==> config.mk <==
export PLATFORM = sky130hd
export DESIGN_NAME = sdram_ctrl_seq_flat
export DESIGN_NICKNAME = d
export VERILOG_FILES = /design/src/rtl/sdram_cmd_pkg.sv /design/src/rtl/sdram_cmd_if.sv /design/src/rtl/sdram_ctrl_seq.sv /design/src/flat_wrapper.sv
export SDC_FILE = /design/constraint.sdc
export NUM_CORES = 1
export LEC_CHECK = 0
export ABC_CLOCK_PERIOD_IN_PS = 4600
export BUFFER_PORTS_ARGS = -buffer_cell sky130_fd_sc_hd__buf_2
export CORE_MARGIN = 1
export CORE_UTILIZATION = 30
export CTS_BUF_LIST = sky130_fd_sc_hd__clkbuf_4 sky130_fd_sc_hd__clkbuf_8
export DETAILED_ROUTE_END_ITERATION = 16
export PLACE_DENSITY = 0.48
export SLEW_MARGIN = 15
export SYNTH_ARGS = -nofsm -noshare
export SYNTH_HDL_FRONTEND = slang
export SYNTH_SLANG_ARGS = --single-unit
==> constraint.sdc <==
create_clock -name clk_sys -period 4.6 [get_ports clk_sys]
set_input_delay 0.46 -clock clk_sys [delete_from_list [all_inputs] [get_ports clk_sys]]
set_output_delay 0.46 -clock clk_sys [all_outputs]
set_load 0.01 [all_outputs]
==> src/rtl/sdram_cmd_pkg.sv <==
package sdram_cmd_pkg;

    // Clock of both ends.
    localparam int CLK_PERIOD_NS = 10;

    // Bus widths used by the link.
    localparam int BANK_W = 3;
    localparam int ADDR_W = 14;

    // Field positions on the address lines.
    localparam int AUTO_PRECHARGE_POS = 10;
    localparam int DLL_RESET_POS = 8;

    // Register selects carried on bank_sel for a mode write.
    localparam logic [2:0] MODE_REG_SEL = 3'h0;
    localparam logic [2:0] EXT_MODE_REG1_SEL = 3'h1;

    // Burst length in data beats (two per cycle), and clock-gate timing in cycles.
    localparam int BURST_LEN = 4;
    localparam int CKE_MIN_CYC = 3;
    localparam int FREQ_GAP_CYC = 2;
    localparam int RELOCK_CYC = 200;

    // Precharge time, and its count rounded up to whole cycles.
    localparam int PRECHARGE_TIME_NS = 15;
    localparam int PRECHARGE_CYC = (PRECHARGE_TIME_NS + CLK_PERIOD_NS - 1) / CLK_PERIOD_NS;

    // Commands as seen by the device after decoding.
    typedef enum logic [3:0] {
        dec_idle, dec_deselect, dec_activate, dec_read, dec_write, dec_precharge,
        dec_refresh, dec_mode_set, dec_pd_entry, dec_pd_exit, dec_sr_entry,
        dec_sr_exit, dec_illegal
    } dec_t;

    // Commands requested by the user of the controller end.
    typedef enum logic [2:0] {
        cmd_idle, cmd_activate, cmd_read, cmd_write, cmd_precharge, cmd_refresh,
        cmd_mode_set, cmd_reserved
    } user_cmd_t;

    // Operating mode of the device.
    typedef enum logic [1:0] {
        mode_normal, mode_power_down, mode_self_refresh
    } mode_t;

endpackage

==> src/rtl/sdram_cmd_if.sv <==
`timescale 1ns/1ps
`default_nettype none
interface sdram_cmd_if #(
    parameter int BANK_W = sdram_cmd_pkg::BANK_W,
    parameter int ADDR_W = sdram_cmd_pkg::ADDR_W
);
    // Command and clock-gate pins, all sampled on the rising clock edge.
    logic chip_sel_n;
    logic row_strobe_n;
    logic column_strobe_n;
    logic write_strobe_n;
    logic clock_gate;
    logic termination_ctl;
    logic [BANK_W-1:0] bank_sel;
    logic [ADDR_W-1:0] addr;

    modport ctrl (
        output chip_sel_n, row_strobe_n, column_strobe_n, write_strobe_n,
        output clock_gate, termination_ctl, bank_sel, addr
    );
    modport mem (
        input chip_sel_n, row_strobe_n, column_strobe_n, write_strobe_n,
        input clock_gate, termination_ctl, bank_sel, addr
    );
endinterface
`default_nettype wire

==> src/rtl/sdram_ctrl_seq.sv <==
// Summary of operation
// - Issue idle command whenever nothing else is due.
// - Idle command never stops a running burst.
// - Chip select high counts as idle.
// - Frequency change only in precharge power-down.
// - Wait two cycles beyond precharge and termination-off.
// - Raise gate only after clock is stable; the power-down exit from st_pd raises it without checking clock_stable.
// - Reset delay-lock loop after power-down exit latency.
// - Keep termination off during 200-cycle relock.
// - Gate dropped mid-burst loses array contents.
// - Wait clock-off delay, then stable clocks before gate.
// - Full initialization after an asynchronous gate drop.
// - Commands encoded on strobes and clock gate.
// - Mode writes use all strobes low.
// - Bank select and auto-precharge bit steer commands.
// - Short bursts cannot be interrupted.
// - Power-down duration is bounded for refresh; only the st_pd stay is bounded, st_freq_hold waits on freq_req with no limit.
// - Don't-care pins still driven to defined levels.
// - Termination does not affect decoding.
// - Unspecified command forces power-down and reinitialization.
// - Gate edges with idle enter or leave power-down.
// - Gate held at least three clocks each level, except that an async event drops it at once.
`timescale 1ns/1ps
`default_nettype none
module sdram_ctrl_seq #(
    parameter int BANK_W = sdram_cmd_pkg::BANK_W,
    parameter int ADDR_W = sdram_cmd_pkg::ADDR_W,
    parameter int TERM_OFF_DELAY_CYC = 3,
    parameter int PD_EXIT_CYC = 2,
    parameter int CLOCK_OFF_DELAY_CYC = 8,
    parameter int PD_MAX_CYC = 70000,
    parameter logic [ADDR_W-1:0] MODE_OPCODE = '0
) (
    // Clock and reset.
    input wire logic clk_sys,
    input wire logic nrst,
    // Pins towards the memory.
    sdram_cmd_if.ctrl bus,
    // User command port.
    input wire logic cmd_valid,
    input wire sdram_cmd_pkg::user_cmd_t cmd_code,
    input wire logic [BANK_W-1:0] cmd_bank,
    input wire logic [ADDR_W-1:0] cmd_addr,
    output logic cmd_ready,
    // Power and clock management.
    input wire logic term_req,
    input wire logic pd_req,
    input wire logic freq_req,
    input wire logic clock_stable,
    input wire logic async_evt,
    output logic clock_hold,
    output logic clock_stop,
    output logic init_busy
);
    typedef enum {
        st_boot, st_init_pre, st_init_emr, st_init_mr, st_relock, st_ready,
        st_freq_pre, st_freq_wait, st_freq_hold, st_exit_wait, st_pd,
        st_async_wait, st_async_stop, st_unspec
    } seq_t;

    typedef struct packed {
        seq_t st;
        logic [16:0] cnt;
        logic [1:0] age;
        logic dll_reset;
        logic in_init;
        logic cs_n;
        logic ras_n;
        logic cas_n;
        logic we_n;
        logic gate;
        logic term;
        logic [BANK_W-1:0] bank;
        logic [ADDR_W-1:0] addr;
        logic hold;
        logic stop;
    } ctrl_state_t;

    localparam logic [1:0] AGE_MIN = 2'(sdram_cmd_pkg::CKE_MIN_CYC);
    localparam int SETTLE_RAW = (sdram_cmd_pkg::PRECHARGE_CYC > TERM_OFF_DELAY_CYC) ?
                                sdram_cmd_pkg::PRECHARGE_CYC : TERM_OFF_DELAY_CYC;
    localparam logic [16:0] SETTLE_CYC = 17'(SETTLE_RAW + sdram_cmd_pkg::FREQ_GAP_CYC);
    localparam logic [16:0] PRE_CYC = 17'(sdram_cmd_pkg::PRECHARGE_CYC);
    localparam logic [16:0] RELOCK_CYC = 17'(sdram_cmd_pkg::RELOCK_CYC);
    localparam logic [16:0] XP_CYC = 17'(PD_EXIT_CYC);
    localparam logic [16:0] OFF_CYC = 17'(CLOCK_OFF_DELAY_CYC);
    localparam logic [16:0] PD_CYC = 17'(PD_MAX_CYC);

    ctrl_state_t s;
    ctrl_state_t next_s;
    logic gate_ok;
    logic cnt_done;

    // Except on an async event, the gate may only move once it has stood at its level for the minimum time.
    assign gate_ok = (s.age >= AGE_MIN);
    assign cnt_done = (s.cnt == 17'h0);

    // Command acceptance is combinational so the user sees it in the same cycle.
    assign cmd_ready = (s.st == st_ready) & ~pd_req & ~freq_req & ~async_evt;

    // Sequencer; each cycle starts from an idle command with defined address levels.
    always_comb begin
        next_s = s;
        next_s.cs_n = 1'b0;
        next_s.ras_n = 1'b1;
        next_s.cas_n = 1'b1;
        next_s.we_n = 1'b1;
        next_s.bank = '0;
        next_s.addr = '0;
        next_s.hold = 1'b0;
        next_s.stop = 1'b0;
        next_s.term = term_req & cmd_ready;
        if (s.cnt != 17'h0) begin
            next_s.cnt = s.cnt - 17'h1;
        end
        case (s.st)
            st_boot: begin
                // Clock must be stable before the gate rises out of reset or a drop.
                if (clock_stable && gate_ok) begin
                    next_s.gate = 1'b1;
                    next_s.st = st_init_pre;
                end
            end
            st_init_pre: begin
                if (gate_ok) begin
                    next_s.ras_n = 1'b0;
                    next_s.we_n = 1'b0;
                    next_s.addr[sdram_cmd_pkg::AUTO_PRECHARGE_POS] = 1'b1;
                    next_s.cnt = PRE_CYC;
                    next_s.st = st_init_emr;
                end
            end
            st_init_emr: begin
                if (cnt_done) begin
                    next_s.dll_reset = 1'b1;
                    next_s.in_init = 1'b1;
                    next_s.st = st_exit_wait;
                end
            end
            st_init_mr: begin
                next_s.ras_n = 1'b0;
                next_s.cas_n = 1'b0;
                next_s.we_n = 1'b0;
                next_s.bank = BANK_W'(sdram_cmd_pkg::MODE_REG_SEL);
                next_s.addr = MODE_OPCODE;
                next_s.cnt = RELOCK_CYC;
                next_s.st = st_relock;
                next_s.in_init = 1'b0;
            end
            st_relock: begin
                // Termination stays off until the delay-lock loop has relocked.
                if (cnt_done) begin
                    next_s.st = st_ready;
                end
            end
            st_ready: begin
                if (freq_req) begin
                    // Frequency change goes through precharge power-down only.
                    next_s.ras_n = 1'b0;
                    next_s.we_n = 1'b0;
                    next_s.addr[sdram_cmd_pkg::AUTO_PRECHARGE_POS] = 1'b1;
                    next_s.cnt = SETTLE_CYC;
                    next_s.st = st_freq_pre;
                end else if (pd_req) begin
                    if (gate_ok) begin
                        next_s.gate = 1'b0;
                        next_s.cnt = PD_CYC;
                        next_s.st = st_pd;
                    end
                end else if (cmd_valid) begin
                    next_s.bank = cmd_bank;
                    next_s.addr = cmd_addr;
                    case (cmd_code)
                        sdram_cmd_pkg::cmd_activate: next_s.ras_n = 1'b0;
                        sdram_cmd_pkg::cmd_read: next_s.cas_n = 1'b0;
                        sdram_cmd_pkg::cmd_write: begin
                            next_s.cas_n = 1'b0;
                            next_s.we_n = 1'b0;
                        end
                        sdram_cmd_pkg::cmd_precharge: begin
                            next_s.ras_n = 1'b0;
                            next_s.we_n = 1'b0;
                        end
                        sdram_cmd_pkg::cmd_refresh: begin
                            next_s.ras_n = 1'b0;
                            next_s.cas_n = 1'b0;
                        end
                        sdram_cmd_pkg::cmd_mode_set: begin
                            next_s.ras_n = 1'b0;
                            next_s.cas_n = 1'b0;
                            next_s.we_n = 1'b0;
                        end
                        sdram_cmd_pkg::cmd_idle: next_s.cs_n = 1'b0;
                        default: next_s.st = st_unspec;
                    endcase
                end
            end
            st_freq_pre: begin
                if (gate_ok) begin
                    next_s.gate = 1'b0;
                    next_s.st = st_freq_wait;
                end
            end
            st_freq_wait: begin
                // Counting began at the precharge, so both delays and the gap are covered.
                if (cnt_done) begin
                    next_s.hold = 1'b1;
                    next_s.st = st_freq_hold;
                end
            end
            st_freq_hold: begin
                next_s.hold = 1'b1;
                if (!freq_req && clock_stable && gate_ok) begin
                    next_s.hold = 1'b0;
                    next_s.gate = 1'b1;
                    next_s.dll_reset = 1'b1;
                    next_s.cnt = XP_CYC;
                    next_s.st = st_exit_wait;
                end
            end
            st_exit_wait: begin
                if (cnt_done && s.dll_reset) begin
                    next_s.ras_n = 1'b0;
                    next_s.cas_n = 1'b0;
                    next_s.we_n = 1'b0;
                    next_s.bank = BANK_W'(sdram_cmd_pkg::EXT_MODE_REG1_SEL);
                    next_s.addr[sdram_cmd_pkg::DLL_RESET_POS] = 1'b1;
                    next_s.dll_reset = 1'b0;
                    next_s.cnt = RELOCK_CYC;
                    next_s.st = s.in_init ? st_init_mr : st_relock;
                end else if (cnt_done) begin
                    next_s.st = st_ready;
                end
            end
            st_pd: begin
                // No refresh runs here, so the stay is cut short by the counter.
                if ((!pd_req || cnt_done) && gate_ok) begin
                    next_s.gate = 1'b1;
                    next_s.cnt = XP_CYC;
                    next_s.st = st_exit_wait;
                end
            end
            st_async_wait: begin
                if (cnt_done) begin
                    next_s.stop = 1'b1;
                    next_s.st = st_async_stop;
                end
            end
            st_async_stop: begin
                next_s.stop = 1'b1;
                if (!async_evt) begin
                    next_s.stop = 1'b0;
                    next_s.st = st_boot;
                end
            end
            st_unspec: begin
                if (gate_ok) begin
                    next_s.gate = 1'b0;
                    next_s.st = st_boot;
                end
            end
            default: next_s.st = st_boot;
        endcase
        // A reset event overrides the state, counter and loop reset and drops the gate at once; a command set above still goes out.
        if (async_evt && s.st != st_async_wait && s.st != st_async_stop) begin
            next_s.gate = 1'b0;
            next_s.dll_reset = 1'b0;
            next_s.cnt = OFF_CYC;
            next_s.st = st_async_wait;
        end
        // Level age of the gate, saturating once the minimum is reached.
        if (next_s.gate != s.gate) begin
            next_s.age = 2'h1;
        end else if (!gate_ok) begin
            next_s.age = s.age + 2'h1;
        end
    end

    // Gate low after reset, the age counts from there before the first rise.
    always_ff @(posedge clk_sys or negedge nrst) begin
        if (!nrst) begin
            s <= '{st: st_boot, age: 2'h1, cs_n: 1'b0, ras_n: 1'b1, cas_n: 1'b1,
                   we_n: 1'b1, default: '0};
        end else begin
            s <= next_s;
        end
    end

    assign bus.chip_sel_n = s.cs_n;
    assign bus.row_strobe_n = s.ras_n;
    assign bus.column_strobe_n = s.cas_n;
    assign bus.write_strobe_n = s.we_n;
    assign bus.clock_gate = s.gate;
    assign bus.termination_ctl = s.term;
    assign bus.bank_sel = s.bank;
    assign bus.addr = s.addr;
    assign clock_hold = s.hold;
    assign clock_stop = s.stop;
    assign init_busy = (s.st == st_boot) | (s.st == st_init_pre) | (s.st == st_init_emr) |
                       (s.st == st_init_mr) | (s.st == st_unspec);
endmodule
`default_nettype wire

==> src/flat_wrapper.sv <==
// flat-port wrapper written by rule: the top's interface ports become plain ports
module sdram_ctrl_seq_flat 
#(
    parameter int BANK_W = sdram_cmd_pkg::BANK_W,
    parameter int ADDR_W = sdram_cmd_pkg::ADDR_W,
    parameter int TERM_OFF_DELAY_CYC = 3,
    parameter int PD_EXIT_CYC = 2,
    parameter int CLOCK_OFF_DELAY_CYC = 8,
    parameter int PD_MAX_CYC = 70000,
    parameter logic [ADDR_W-1:0] MODE_OPCODE = '0
)
  (clk_sys, nrst, cmd_valid, cmd_code, cmd_bank, cmd_addr, cmd_ready, term_req, pd_req, freq_req, clock_stable, async_evt, clock_hold, clock_stop, init_busy, bus_chip_sel_n, bus_row_strobe_n, bus_column_strobe_n, bus_write_strobe_n, bus_clock_gate, bus_termination_ctl, bus_bank_sel, bus_addr);
  sdram_cmd_if #(.BANK_W(BANK_W), .ADDR_W(ADDR_W)) bus_i ();
  input wire logic clk_sys;
  input wire logic nrst;
  input wire logic cmd_valid;
  input wire sdram_cmd_pkg::user_cmd_t cmd_code;
  input wire logic [BANK_W-1:0] cmd_bank;
  input wire logic [ADDR_W-1:0] cmd_addr;
  output logic cmd_ready;
  input wire logic term_req;
  input wire logic pd_req;
  input wire logic freq_req;
  input wire logic clock_stable;
  input wire logic async_evt;
  output logic clock_hold;
  output logic clock_stop;
  output logic init_busy;
  output wire logic [$bits(bus_i.chip_sel_n)-1:0] bus_chip_sel_n;
  output wire logic [$bits(bus_i.row_strobe_n)-1:0] bus_row_strobe_n;
  output wire logic [$bits(bus_i.column_strobe_n)-1:0] bus_column_strobe_n;
  output wire logic [$bits(bus_i.write_strobe_n)-1:0] bus_write_strobe_n;
  output wire logic [$bits(bus_i.clock_gate)-1:0] bus_clock_gate;
  output wire logic [$bits(bus_i.termination_ctl)-1:0] bus_termination_ctl;
  output wire logic [$bits(bus_i.bank_sel)-1:0] bus_bank_sel;
  output wire logic [$bits(bus_i.addr)-1:0] bus_addr;
  assign bus_chip_sel_n = bus_i.chip_sel_n;
  assign bus_row_strobe_n = bus_i.row_strobe_n;
  assign bus_column_strobe_n = bus_i.column_strobe_n;
  assign bus_write_strobe_n = bus_i.write_strobe_n;
  assign bus_clock_gate = bus_i.clock_gate;
  assign bus_termination_ctl = bus_i.termination_ctl;
  assign bus_bank_sel = bus_i.bank_sel;
  assign bus_addr = bus_i.addr;
  sdram_ctrl_seq #(.BANK_W(BANK_W), .ADDR_W(ADDR_W), .TERM_OFF_DELAY_CYC(TERM_OFF_DELAY_CYC), .PD_EXIT_CYC(PD_EXIT_CYC), .CLOCK_OFF_DELAY_CYC(CLOCK_OFF_DELAY_CYC), .PD_MAX_CYC(PD_MAX_CYC), .MODE_OPCODE(MODE_OPCODE)) u_core (.clk_sys(clk_sys), .nrst(nrst), .bus(bus_i), .cmd_valid(cmd_valid), .cmd_code(cmd_code), .cmd_bank(cmd_bank), .cmd_addr(cmd_addr), .cmd_ready(cmd_ready), .term_req(term_req), .pd_req(pd_req), .freq_req(freq_req), .clock_stable(clock_stable), .async_evt(async_evt), .clock_hold(clock_hold), .clock_stop(clock_stop), .init_busy(init_busy));
endmodule
# [Word level (Yosys, flattened, before mapping)]
# Index checks and enable logic that the tools add are counted.
[totals] reg_bits=78 latch_bits=0 mem_bits_rw=0 rom_bits=0 inputBits=28 n_memories=0
[classes] n_addsub=2 n_mul=0 div_mod_pow=0 n_lt_le_gt_ge=1 n_eq_ne=43 n_shift=0 mux=74 bitwise_logic=11 n_reduce_logical=25
[op_table] cell="$pmux W32 S14" n=1
[op_table] cell="$mux W32" n=12
[op_table] cell="$mux W49" n=6
[op_table] cell="$eq A32 B4 Y1 const B" n=7
[op_table] cell="$eq A32 B3 Y1 const B" n=6
[op_table] cell="$pmux W17 S6" n=1
[op_table] cell="$eq A32 B2 Y1 const B" n=3
[op_table] cell="$mux W17" n=5
[op_table] cell="$logic_not A32 Y1" n=2
[op_table] cell="$ne A32 B5 Y1 const B" n=2
[op_table] cell="$eq A32 B1 Y1 const B" n=1
[op_table] cell="$eq A32 B5 Y1 const B" n=1
[op_table] cell="$ne A3 B1 Y1 const B" n=10
[op_table] cell="$mux W1" n=27
[op_table] cell="$logic_not A17 Y1" n=1
[op_table] cell="$reduce_bool A17 Y1" n=1
[op_table] cell="$sub A17 B1 Y17 const B" n=1
[op_table] cell="$reduce_and A13 Y1" n=1
[op_table] cell="$mux W3" n=4
[op_table] cell="$mux W10" n=1
[op_table] cell="$ne A5 B4 Y1 const B" n=2
[op_table] cell="$pmux W1 S2" n=5
[op_table] cell="$eq A3 B3 Y1 const B" n=3
[op_table] cell="$mux W8" n=1
[op_table] cell="other kinds (31)" n=52

# [Logic depth before layout (Yosys ltp)]
# Gate-level depths: netlist of run 1.
[depth] word_depth=8 depth_mapped=10

# [Worst setup path after synthesis of run 1]
# Ideal clock, no wire load.
[synth_path] path_type="reg-to-reg" from="register u_core.s[38] in the netlist's numbering" to="register u_core.s[49] in the netlist's numbering" arrival_time_ns=2.378 setup_slack_ns=2.101 path_stages_with_launch=9 cell_sequence="dfrtp_1 -> or4_4 -> or3_4 -> or4_4 -> nand4_2 -> a211oi_2 -> a21oi_4 -> o21ai_2 -> a22o_1"
[synth_between] elab_chain_cells=5
[synth_lines] element="start, declared" line_no="sdram_ctrl_seq.sv:89" text="ctrl_state_t s;"
[synth_lines] element="start signal, assigned" line_no="sdram_ctrl_seq.sv:282" text="s <= '{st: st_boot, age: 2'h1, cs_n: 1'b0, ras_n: 1'b1, cas_n: 1'b1,"
[synth_lines] element="start signal, assigned" line_no="sdram_ctrl_seq.sv:285" text="s <= next_s;"
[synth_lines] element="$logic_not A17 Y1 *" line_no="sdram_ctrl_seq.sv:96" text="assign cnt_done = (s.cnt == 17'h0);"
[synth_lines] element="$mux W32 (tied with other cells)"
[synth_lines] element="$mux W32 / $logic_and A1 B1 Y1 (equally long branches)" line_no="sdram_ctrl_seq.sv:222, sdram_ctrl_seq.sv:237"
[synth_lines] element="$pmux W32 S14 / $ne A3 B1 Y1 (equally long branches)"
[synth_lines] element="$mux W49 / $reduce_and A13 Y1 (equally long branches)"
# Mark *: on every way between the ends. The rest lies on a longest branch, timed or not.
# A chain may end at the register's enable or synchronous reset.

# [Worst setup path in the final report of run 1]
[layout_path] from="register u_core.s[47] in the netlist's numbering" to="output port cmd_ready"
[layout_between] elab_chain_cells=4
[layout_lines] element="$eq A32 B4 Y1" line_no="sdram_ctrl_seq.sv:99" text="assign cmd_ready = (s.st == st_ready) & ~pd_req & ~freq_req & ~async_evt;"
[layout_lines] element="$and A1 B1 Y1 (3 in series)" line_no="sdram_ctrl_seq.sv:99"
[layout_lines] element="end, declared" line_no="flat_wrapper.sv:20" text="output logic cmd_ready;"
# No other way between the ends.

==> metrics, run 1 <==
R2R Setup Slk 1.65 ns; most frequent cell after synthesis dfrtp_1; #FFs+latches synth 77; Synth Area in XOR/XNOR 0.0341; post-synthesis mux area share 0.0110; worst endpoint data arrival time just under 3 ns; TritonCTS clock tree built; Area growth, synth to finish 17.0%; area leader, netlist dfrtp_1; area share of the largest cell type after synthesis 0.474; final wirelength between 9000 and 10000 um; Post-synth EDFFs 0; Worst Skew a little under 0.009 ns; die height ~120 um; die area between 10000 and 15000 um^2; CTS clk-pin slew, worst paths around 0.080 ns; TritonCTS buffer count 9; status finished clean; H-tree Lvls 3; worst min path class in -> async; Clock Sinks between 70 and 80; Worst R2R Path Depth 7; top cells by count, synth dfrtp_1 (73), nor2_1 (42), nand2_1 (27); Final nets roughly 480; Synth Area in Compound Gates 0.141; share of cells above drive strength 1 0.217; Overall Global Routing Usage 0.163; fin. max-slew vios 0; peak supply drop approximately 0.00013 V; Core Box Area between 10000 and 15000 um^2; Finish-stage setup viols 0; DRT iter0 DRCs ~250; Synth Area in Simple Gates 0.244; hold slack roughly 0.23 ns; Tcrit/Tclk final 0.733; initial antenna violation count 0; Achievable Freq approximately 300 MHz; RSZ-0062 raised after global routing false; YS warnings 0; Antenna Nets Post-Route 0; HPWL after DPL about 7100 um; routability cong. approximately 0.94; sequential area share after synthesis 0.502; number of global-route vias before repair 2997; drt pass-1 iters 5; critical path capture point type output port; Antenna Cells 0; DR vias slightly above 3000; worst slew pin tran a little under 1 ns; postcts setup bufs 0; Cells after Synth 387; startpoint types flop; GR Overflow Total 0; I/O Buffers 53; Worst Path Max Fanout 18; synth unique cells 68; Pleak ~2.1 nW; Initial Utilization 0.306; final hold vios 0; Post-Syn Area between 3000 and 4000 um^2; clock period minus worst slack about 3.4 ns; # rows a little over 40; Pwr Density around 420 nW/um^2; drt drc 0; Via-to-Cell Ratio 4.94; max cap viols 0; Synth area leaders dfrtp_1 (47%), nor2_1 (4.1%), buf_4 (3.7%); Rel. slew slack 0.343; CTS Buffer Depth 2; adder-cell share of the synthesized area 0.00650; mean post-synth cell area ~9.9 um^2; post-CTS sizing 0; CP Class reg -> out; # fillers between 1000 and 1500; total negative slack 0 ns; asr flop ratio synth 1.00; largest net degree at the start of global routing between 70 and 80; worst path required time just over 4 ns; Die Wd ~120 um; Avg WL per Cell roughly 16 um; first-pass GRT wire length around 16000 um; clock latency on the worst-skew pair around 0.37 ns; hold_buf cts 0; root buffer cell clkbuf_8; combinational family with the most area after synthesis simple AND/OR/NAND/NOR gates; ys flop type dfrtp_1; I/O pin cnt 55
==> final cells by class <==
cell class	count	area, um^2	area share
Clock buffer	12	159	0.0353
Clock inverter	4	70.1	0.0156
Inverter	11	41.3	0.00917
Multi-Input combinational cell	295	1790	0.397
Sequential cell	77	1930	0.429
Tap cell	172	215	0.0478
Timing Repair Buffer	57	298	0.0661
==> metal layers <==
layer  track usage  vias up  part of all wire
met5             0        -                 0
met4         0.112        0             0.044
li1              -     1459                 -
met2         0.245      114              0.46
met3        0.0385       35             0.057
met1         0.207     1497              0.44
==> sequential cells by signal, indices dropped and copies added, names as in the netlist <==
register                    flops
u_core.bus.addr                14
u_core.bus.bank_sel             3
u_core.bus.clock_gate           1
u_core.bus.column_strobe_n      1
u_core.bus.row_strobe_n         1
u_core.bus.termination_ctl      1
u_core.bus.write_strobe_n       1
u_core.clock_hold               1
u_core.clock_stop               1
u_core.s                       53
==> placed cells by master (no fill, tap or decap), types with 11 or more instances in the layout <==
cell type	n
and3_1	18
conb_1	29
o21ai_0	12
nand3_1	12
buf_2	52
a21oi_1	25
dfrtp_1	73
nand2_1	27
clkbuf_8	11
nor2_1	42
==> report_power, final <==
group	internal [mW]	switching [mW]	leakage [nW]
logic	0.199	0.278	0.988
clock network	0.339	0.248	0.120
registers	0.749	0.0650	0.979
total	1.29	0.592	2.09
==> stage by stage <==
step	instance area (um^2)	worst slack, ns	power, mW	instances	utilization
finish	4500	1.23	1.88	628	0.358
global route	4500	0.944	2.00	628	0.358
CTS	4500	1.25	1.90	628	0.358
detailed placement	4280	1.65	1.30	612	0.340
global placement	4280	1.67	1.30	612	0.340
floorplan	3960	2.10	1.18	415	-
==> worst max-delay path: stages, from the launching register on <==
cell,delay (ns)
dfrtp_1,0.60
nor2b_1,0.56
nand3_1,0.12
or3_1,0.40
nor2_1,0.24
buf_4,0.24
nand2_1,0.11
nor2_1,0.13
buf_2,0.14
==> cells by family after synthesis <==
logic type | Yosys count
AOI/OAI and AO/OA | 80
DFF | 77
xor gates and xnor gates | 15
adders and majority gates | 2
muxes | 4
other | 1
buffers and inverters | 43
and+or+nand+nor | 165
==> path summary, 6_finish.rpt <==
kind,from,to
max in group asynchronous,nrst,u_core.s[56]$_DFFE_PN0P_
min in group clk_sys,cmd_bank[0],u_core.bus.bank_sel[0]$_DFF_PN0_
worst min-delay path,nrst,u_core.s[64]$_DFFE_PN0P_
worst max register to register,u_core.s[67]$_DFFE_PN0P_,u_core.s[39]$_DFF_PN0_
worst min register to register,u_core.s[44]$_DFF_PN0_,u_core.s[44]$_DFF_PN0_
worst max-delay path,u_core.s[47]$_DFFE_PN0P_,cmd_ready
Note: power is estimated with default switching activity, not from simulation.
==> inputs of run 2 (changes only) <==
- ABC_AREA: default -> 1
- ABC_CLOCK_PERIOD_IN_PS: 4600 -> 3500
- clock period: 4.6 -> 3.5 ns (I/O delays scaled with it)
==> metrics, run 2 <==
status finished clean; hold_buf cts 0 (unchanged); worst slew pin tran 1.02 ns (+0.0346 ns); total power 2.46 mW (+31%); initial antenna violation count 0 (unchanged); area leader, netlist dfrtp_1; CP Class reg -> out; Area growth, synth to finish 14.7%; Pleak 2.67 nW (+28%); I/O pin cnt 55 (unchanged); area share of the largest cell type after synthesis 0.410 (-0.0646); asr flop ratio synth 1.00 (unchanged); ys flop type dfrtp_1; Area after DPL 4860 um^2 (+14%); first-pass GRT wire length 17500 um (+9.0%); Cells after Synth 574 (+48%); Worst Skew 0.0149 ns (+0.00599 ns); Largest stage delay, worst path 0.37 ns (-0.23 ns); max cap viols 0 (unchanged); Rel. slew slack 0.320 (-0.0231); DRT iter0 DRCs 267 (+9.0%); net switching power 0.770 mW (+30%); worst r2r dst u_core.s[28]$_DFFE_PN0P_; Antenna Cells 0 (unchanged); sequential area share after synthesis 0.433 (-0.0683); die area 15300 um^2 (+15%); commonest cells after routing, fill and taps aside nand2_1 (116), nor2_1 (94), dfrtp_1 (73); Post-synth EDFFs 0 (unchanged); Worst Path Max Fanout 12 (-6); worst path required time 3.15 ns (-0.99 ns); Avg WL per Cell 13.0 um (-18%); DR vias 3719 (+20%); Pwr Density 481 nW/um^2 (+15%); clock share of power 0.348 (+0.035); DP Worst Slack 1.04 ns (-0.613 ns); Tcrit/Tclk final 0.757; critical path startpoint u_core.s[60]$_DFFE_PN0P_; Biggest register u_core.s; most frequent cell after synthesis nand2_1; I/O Buffers 53 (unchanged); largest net degree at the start of global routing 78 (unchanged); CTS Buffer Depth 2 (unchanged); CP Cell Sequence nor2_1 > nand2_1 > nor2_4 > nand3_4 > nor2_4 > nand2_4 > nor2_8 > nand2_1 > nor2_1 > buf_2; clock period minus worst slack 2.65 ns; synth unique cells 47 (-31%); Antenna Nets Post-Route 0 (unchanged); Achievable Freq 377 MHz; root buffer cell clkbuf_8; HPWL after DPL 8160 um (+15%); # rows 44 (+7.3%); Finish-stage setup viols 0 (unchanged); routability cong. 0.848 (-9.4%); Comb pwr share 0.230 (-0.024); drt pass-1 iters 5 (unchanged); postcts setup bufs 0 (unchanged); Slowest-stage cell, CP dfrtp_1; Clock Sinks 77 (unchanged); design area 5110 um^2 (+14%); Initial Utilization 0.307 (+0.000324); die height 124 um (+7.5%); top cells by count, synth nand2_1 (116), nor2_1 (94), dfrtp_1 (73); critical path capture point cmd_ready; worst min path class in -> async; GR Overflow Total 0 (unchanged); worst endpoint data arrival time 2.30 ns (-0.61 ns); Core Util, Final 0.352 (-0.00655); commonest non-fill, non-tap cell in the layout nand2_1; Post-Syn Area 4460 um^2 (+16%); Sequential Power Share 0.421 (-0.012); max FFs per register 53 (unchanged); final hold vios 0 (unchanged); Via-to-Cell Ratio 4.49 (-9.2%); R2R Path Start u_core.s[60]$_DFFE_PN0P_; YS warnings 0 (unchanged); Core Box Area 14500 um^2 (+16%); clock latency on the worst-skew pair 0.37 ns (about the same); Worst R2R Path Depth 10 (+3); Int Power 1.69 mW (+31%); #FFs+latches synth 77 (unchanged); final wirelength 10700 um (+8.2%); R2R Setup Slk 1.06 ns (-0.59 ns); Overall Global Routing Usage 0.152 (-0.0111); peak supply drop 0.000178 V (+42%); Final nets 669 (+39%); Sw Share 0.313 (-0.00138); drt drc 0 (unchanged); number of global-route vias before repair 3506 (+17%); H-tree Lvls 3 (unchanged); Die Wd 124 um (+7.5%); startpoint types flop; post-CTS sizing 0 (unchanged); CTS clk-pin slew, worst paths 0.08 ns (about the same); share of cells above drive strength 1 0.196 (-0.0215); TritonCTS clock tree built; TritonCTS buffer count 9 (unchanged); total negative slack 0 ns (unchanged); critical path capture point type output port; RSZ-0062 raised after global routing false; Synth area leaders dfrtp_1 (41%), nand2_1 (9.8%), nor2_1 (7.9%); fin. max-slew vios 0 (unchanged); Setup WS post-layout 0.851 ns (-0.379 ns); mean post-synth cell area 7.76 um^2 (-22%)
run 2: cell type report:
type	count	area, um^2
sequential	77	1930
inverter	78	293
fill	1606	9420
tap	184	230
multi-input combinational	420	2140
timing repair buffer	53	268
clock inverter	4	95.1
clock buffer	12	159
run 2: worst min-delay path by stage:
stage	start	cells past startpoint	slack, ns	endpoint
2_1_floorplan	nrst	0	0.05	u_core.bus.addr[0]$_DFF_PN0_
3_3_place_gp	u_core.s[25]$_DFFE_PN0P_	1	0.51	u_core.s[25]$_DFFE_PN0P_
3_5_place_dp	u_core.s[25]$_DFFE_PN0P_	1	0.51	u_core.s[25]$_DFFE_PN0P_
4_1_cts	cmd_addr[4]	3	0.16	u_core.bus.addr[4]$_DFF_PN0_
5_1_grt	cmd_addr[4]	3	0.15	u_core.bus.addr[4]$_DFF_PN0_
6_report	nrst	1	0.1	u_core.s[39]$_DFF_PN0_
run 2: critical path, delay by kind of cell, from the launching register on:
family,cells,cell delay (ns)
flops,1,0.37
buf+inv,1,0.13
simple gates,9,1.43
run 2: per-stage QoR:
step                      std cells  hold slack (ns)
after floorplan                 602           0.0544
after global placement          812            0.513
after detailed placement        812            0.507
after CTS                       828            0.156
after global routing            828            0.154
final                           828           0.0965
run 2: power groups by stage:
stage                     sequential (mW)  clock [mW]  combinational [mW]
final                                1.04       0.856               0.566
after global routing                 1.05       0.920               0.650
after CTS                            1.04       0.883               0.568
after detailed placement             1.05           0               0.564
after global placement               1.05           0               0.558
after floorplan                      1.03           0               0.439
run 2: metal layers:
layer / GRT usage / part of all wire / vias to the layer above
met5: 0 / 0 / -
met1: 0.204 / 0.48 / 1742
met2: 0.234 / 0.45 / 71
li1: - / - / 1894
met3: 0.0362 / 0.054 / 12
met4: 0.0595 / 0.017 / 0
run 2: cell families (layout without fill, tap and decap cells):
logic type | Yosys count | count (layout) | share of synthesized area
buffers and inverters | 105 | 147 | 0.111
and+or+nand+nor | 322 | 322 | 0.355
DFF | 77 | 77 | 0.433
adders and majority gates | 2 | 2 | 0.00561
other | 1 | 29 | 0.000841
xor gates and xnor gates | 11 | 11 | 0.0216
AOI/OAI and AO/OA | 55 | 55 | 0.0710
muxes | 1 | 1 | 0.00225
==> inputs of run 3 (changes only) <==
- ABC_CLOCK_PERIOD_IN_PS: 3500 -> 2100
- PLACE_DENSITY: 0.48 -> 0.49
- clock period: 3.5 -> 2.1 ns (I/O delays scaled with it)
==> metrics, run 3 (synthesis gave the netlist of run 2 again) <==
status finished, violations left; failing checks negative hold slack; clock latency on the worst-skew pair 0.38 ns (about the same); max cap viols 0 (unchanged); # fillers 1521 (-5.3%); Worst R2R Path Depth 15 (+5); Biggest register u_core.s; Final nets 727 (+8.7%); R2R Path Start u_core.s[46]$_DFFE_PN0P_; Achievable Freq approximately 480 MHz; Tcrit/Tclk final 0.996; HPWL after DPL 8210 um (+0.65%); Finish-stage setup viols 0 (unchanged); Core Box Area 14500 um^2 (unchanged); drt pass-1 iters 4 (-1); routability cong. 0.852 (+0.53%); I/O Buffers 53 (unchanged); commonest cells after routing, fill and taps aside nand2_1 (101), nor2_1 (73), dfrtp_1 (72); final hold vios 22 (+22); post-placement cell count 830 (+2.2%); Antenna Cells 0 (unchanged); startpoint types flop; Worst Skew 0.0112 ns (-0.00366 ns); total power 4.14 mW (+69%); Overall Global Routing Usage 0.162 (+0.0107); Area growth, synth to finish 30.7%; drt drc 0 (unchanged); worst path required time 1.89 ns (-1.26 ns); Initial Utilization 0.307 (unchanged); clock period minus worst slack ~2.1 ns; Worst Path Max Fanout 6 (-6); final wirelength 11500 um (+6.9%); CP Class reg -> out; peak supply drop 0.000333 V (+87%); critical path startpoint u_core.s[47]$_DFFE_PN0P_; TritonCTS clock tree built; Antenna Nets Post-Route 0 (unchanged); Pleak 2.99 nW (+12%); final std cells w/o fill 885 (+6.9%); first-pass GRT wire length 18800 um (+7.9%); worst slew pin tran 0.977 ns (-0.0431 ns); worst r2r dst u_core.s[43]$_DFF_PN0_; initial antenna violation count 0 (unchanged); Die Wd 124 um (unchanged); critical path capture point init_busy; Rel. slew slack 0.349 (+0.0288); fin. max-slew vios 0 (unchanged); worst min path class in -> async; Clock Sinks 77 (unchanged); H-tree Lvls 3 (unchanged); max FFs per register 53 (unchanged); share of cells above drive strength 1 0.341 (+0.145); Via-to-Cell Ratio 4.55 (+1.4%); die area 15300 um^2 (unchanged); largest net degree at the start of global routing 78 (unchanged); number of global-route vias before repair 3936 (+12%); TritonCTS buffer count 9 (unchanged); DR vias 4031 (+8.4%); CTS Buffer Depth 2 (unchanged); commonest non-fill, non-tap cell in the layout nand2_1; Avg WL per Cell 13.0 um (about the same); Core Util, Final 0.401 (+0.0489); critical path capture point type output port; R2R Setup Slk 0.04 ns (-1.02 ns); # rows 44 (unchanged); Pwr Density 711 nW/um^2 (+48%); die height 124 um (unchanged); CTS clk-pin slew, worst paths 0.08 ns (about the same); DRT iter0 DRCs 337 (+26%); worst endpoint data arrival time 1.88 ns (-0.42 ns); I/O pin cnt 55 (unchanged); RSZ-0062 raised after global routing true; hold slack -0.0445 ns (-0.141 ns); root buffer cell clkbuf_8; GR Overflow Total 0 (unchanged)
run 3: cell count changes in the layout (fill, tap and decap cells not counted), sizes merged:
cell and change:
buf +58, clkbuf -2, clkinvlp +2, bufinv -1, clkinv -1, inv +1
run 3: timing repair:
action | in CTS | in global routing
pin swaps | 16 | 25
hold buffers | 0 | 0
resized for setup | 25 | 56
setup endpoints to repair | 6 | 41
buffers inserted | 23 | 19
run 3: worst min-delay path by stage:
stage                       startpoint                            end  cells past startpoint
after floorplan                   nrst   u_core.bus.addr[0]$_DFF_PN0_                      0
after global placement    cmd_addr[11]  u_core.bus.addr[11]$_DFF_PN0_                      3
after detailed placement   cmd_addr[6]   u_core.bus.addr[6]$_DFF_PN0_                      3
after CTS                  cmd_addr[6]   u_core.bus.addr[6]$_DFF_PN0_                      3
after global routing       cmd_addr[6]   u_core.bus.addr[6]$_DFF_PN0_                      3
final                             nrst         u_core.s[40]$_DFF_PN0_                      1
run 3: per-stage QoR:
step	setup slack (ns)	TNS, ns	cell area (um^2)
2_1_floorplan	0.301	0	4560
3_3_place_gp	-0.0403	-0.146	5010
3_5_place_dp	-0.0184	-0.0697	5010
4_1_cts	-0.0864	-0.113	5490
5_1_grt	-0.0928	-1.10	5820
6_report	0.00872	0	5820
run 3: layout make-up:
type,count,area [um^2],area share
inverter,78,293,0.0503
sequential,77,1930,0.332
clock buffer,10,138,0.0236
multi-input combinational,420,2380,0.408
timing repair buffer,111,769,0.132
clock inverter,5,83.8,0.0144
tap,184,230,0.0395
run 3: where the power goes:
group          total (mW)  switching (mW)  internal (mW)
clock                1.27           0.571          0.698
combinational        1.15           0.680          0.470
sequential           1.72           0.111           1.61
total                4.14            1.36           2.78
run 3: per-layer routing:
layer	GRT usage	share of wire	wire, um	vias to the layer above
li1	-	-	-	2013
met1	0.214	0.47	5340	1917
met2	0.253	0.46	5260	85
met3	0.0371	0.058	661	16
met4	0.0715	0.019	214	0
met5	0	0	0	-
run 3: critical path, cell delays in order, from the launching register on:
cell and delay [ns]:
dfrtp_2 0.47, nor2_1 0.14, inv_1 0.10, nor2_2 0.14, nand3_2 0.13, nor2_4 0.14
inv_2 0.05, nand2_2 0.08, nor2_4 0.05, nand2_2 0.08, buf_6 0.10
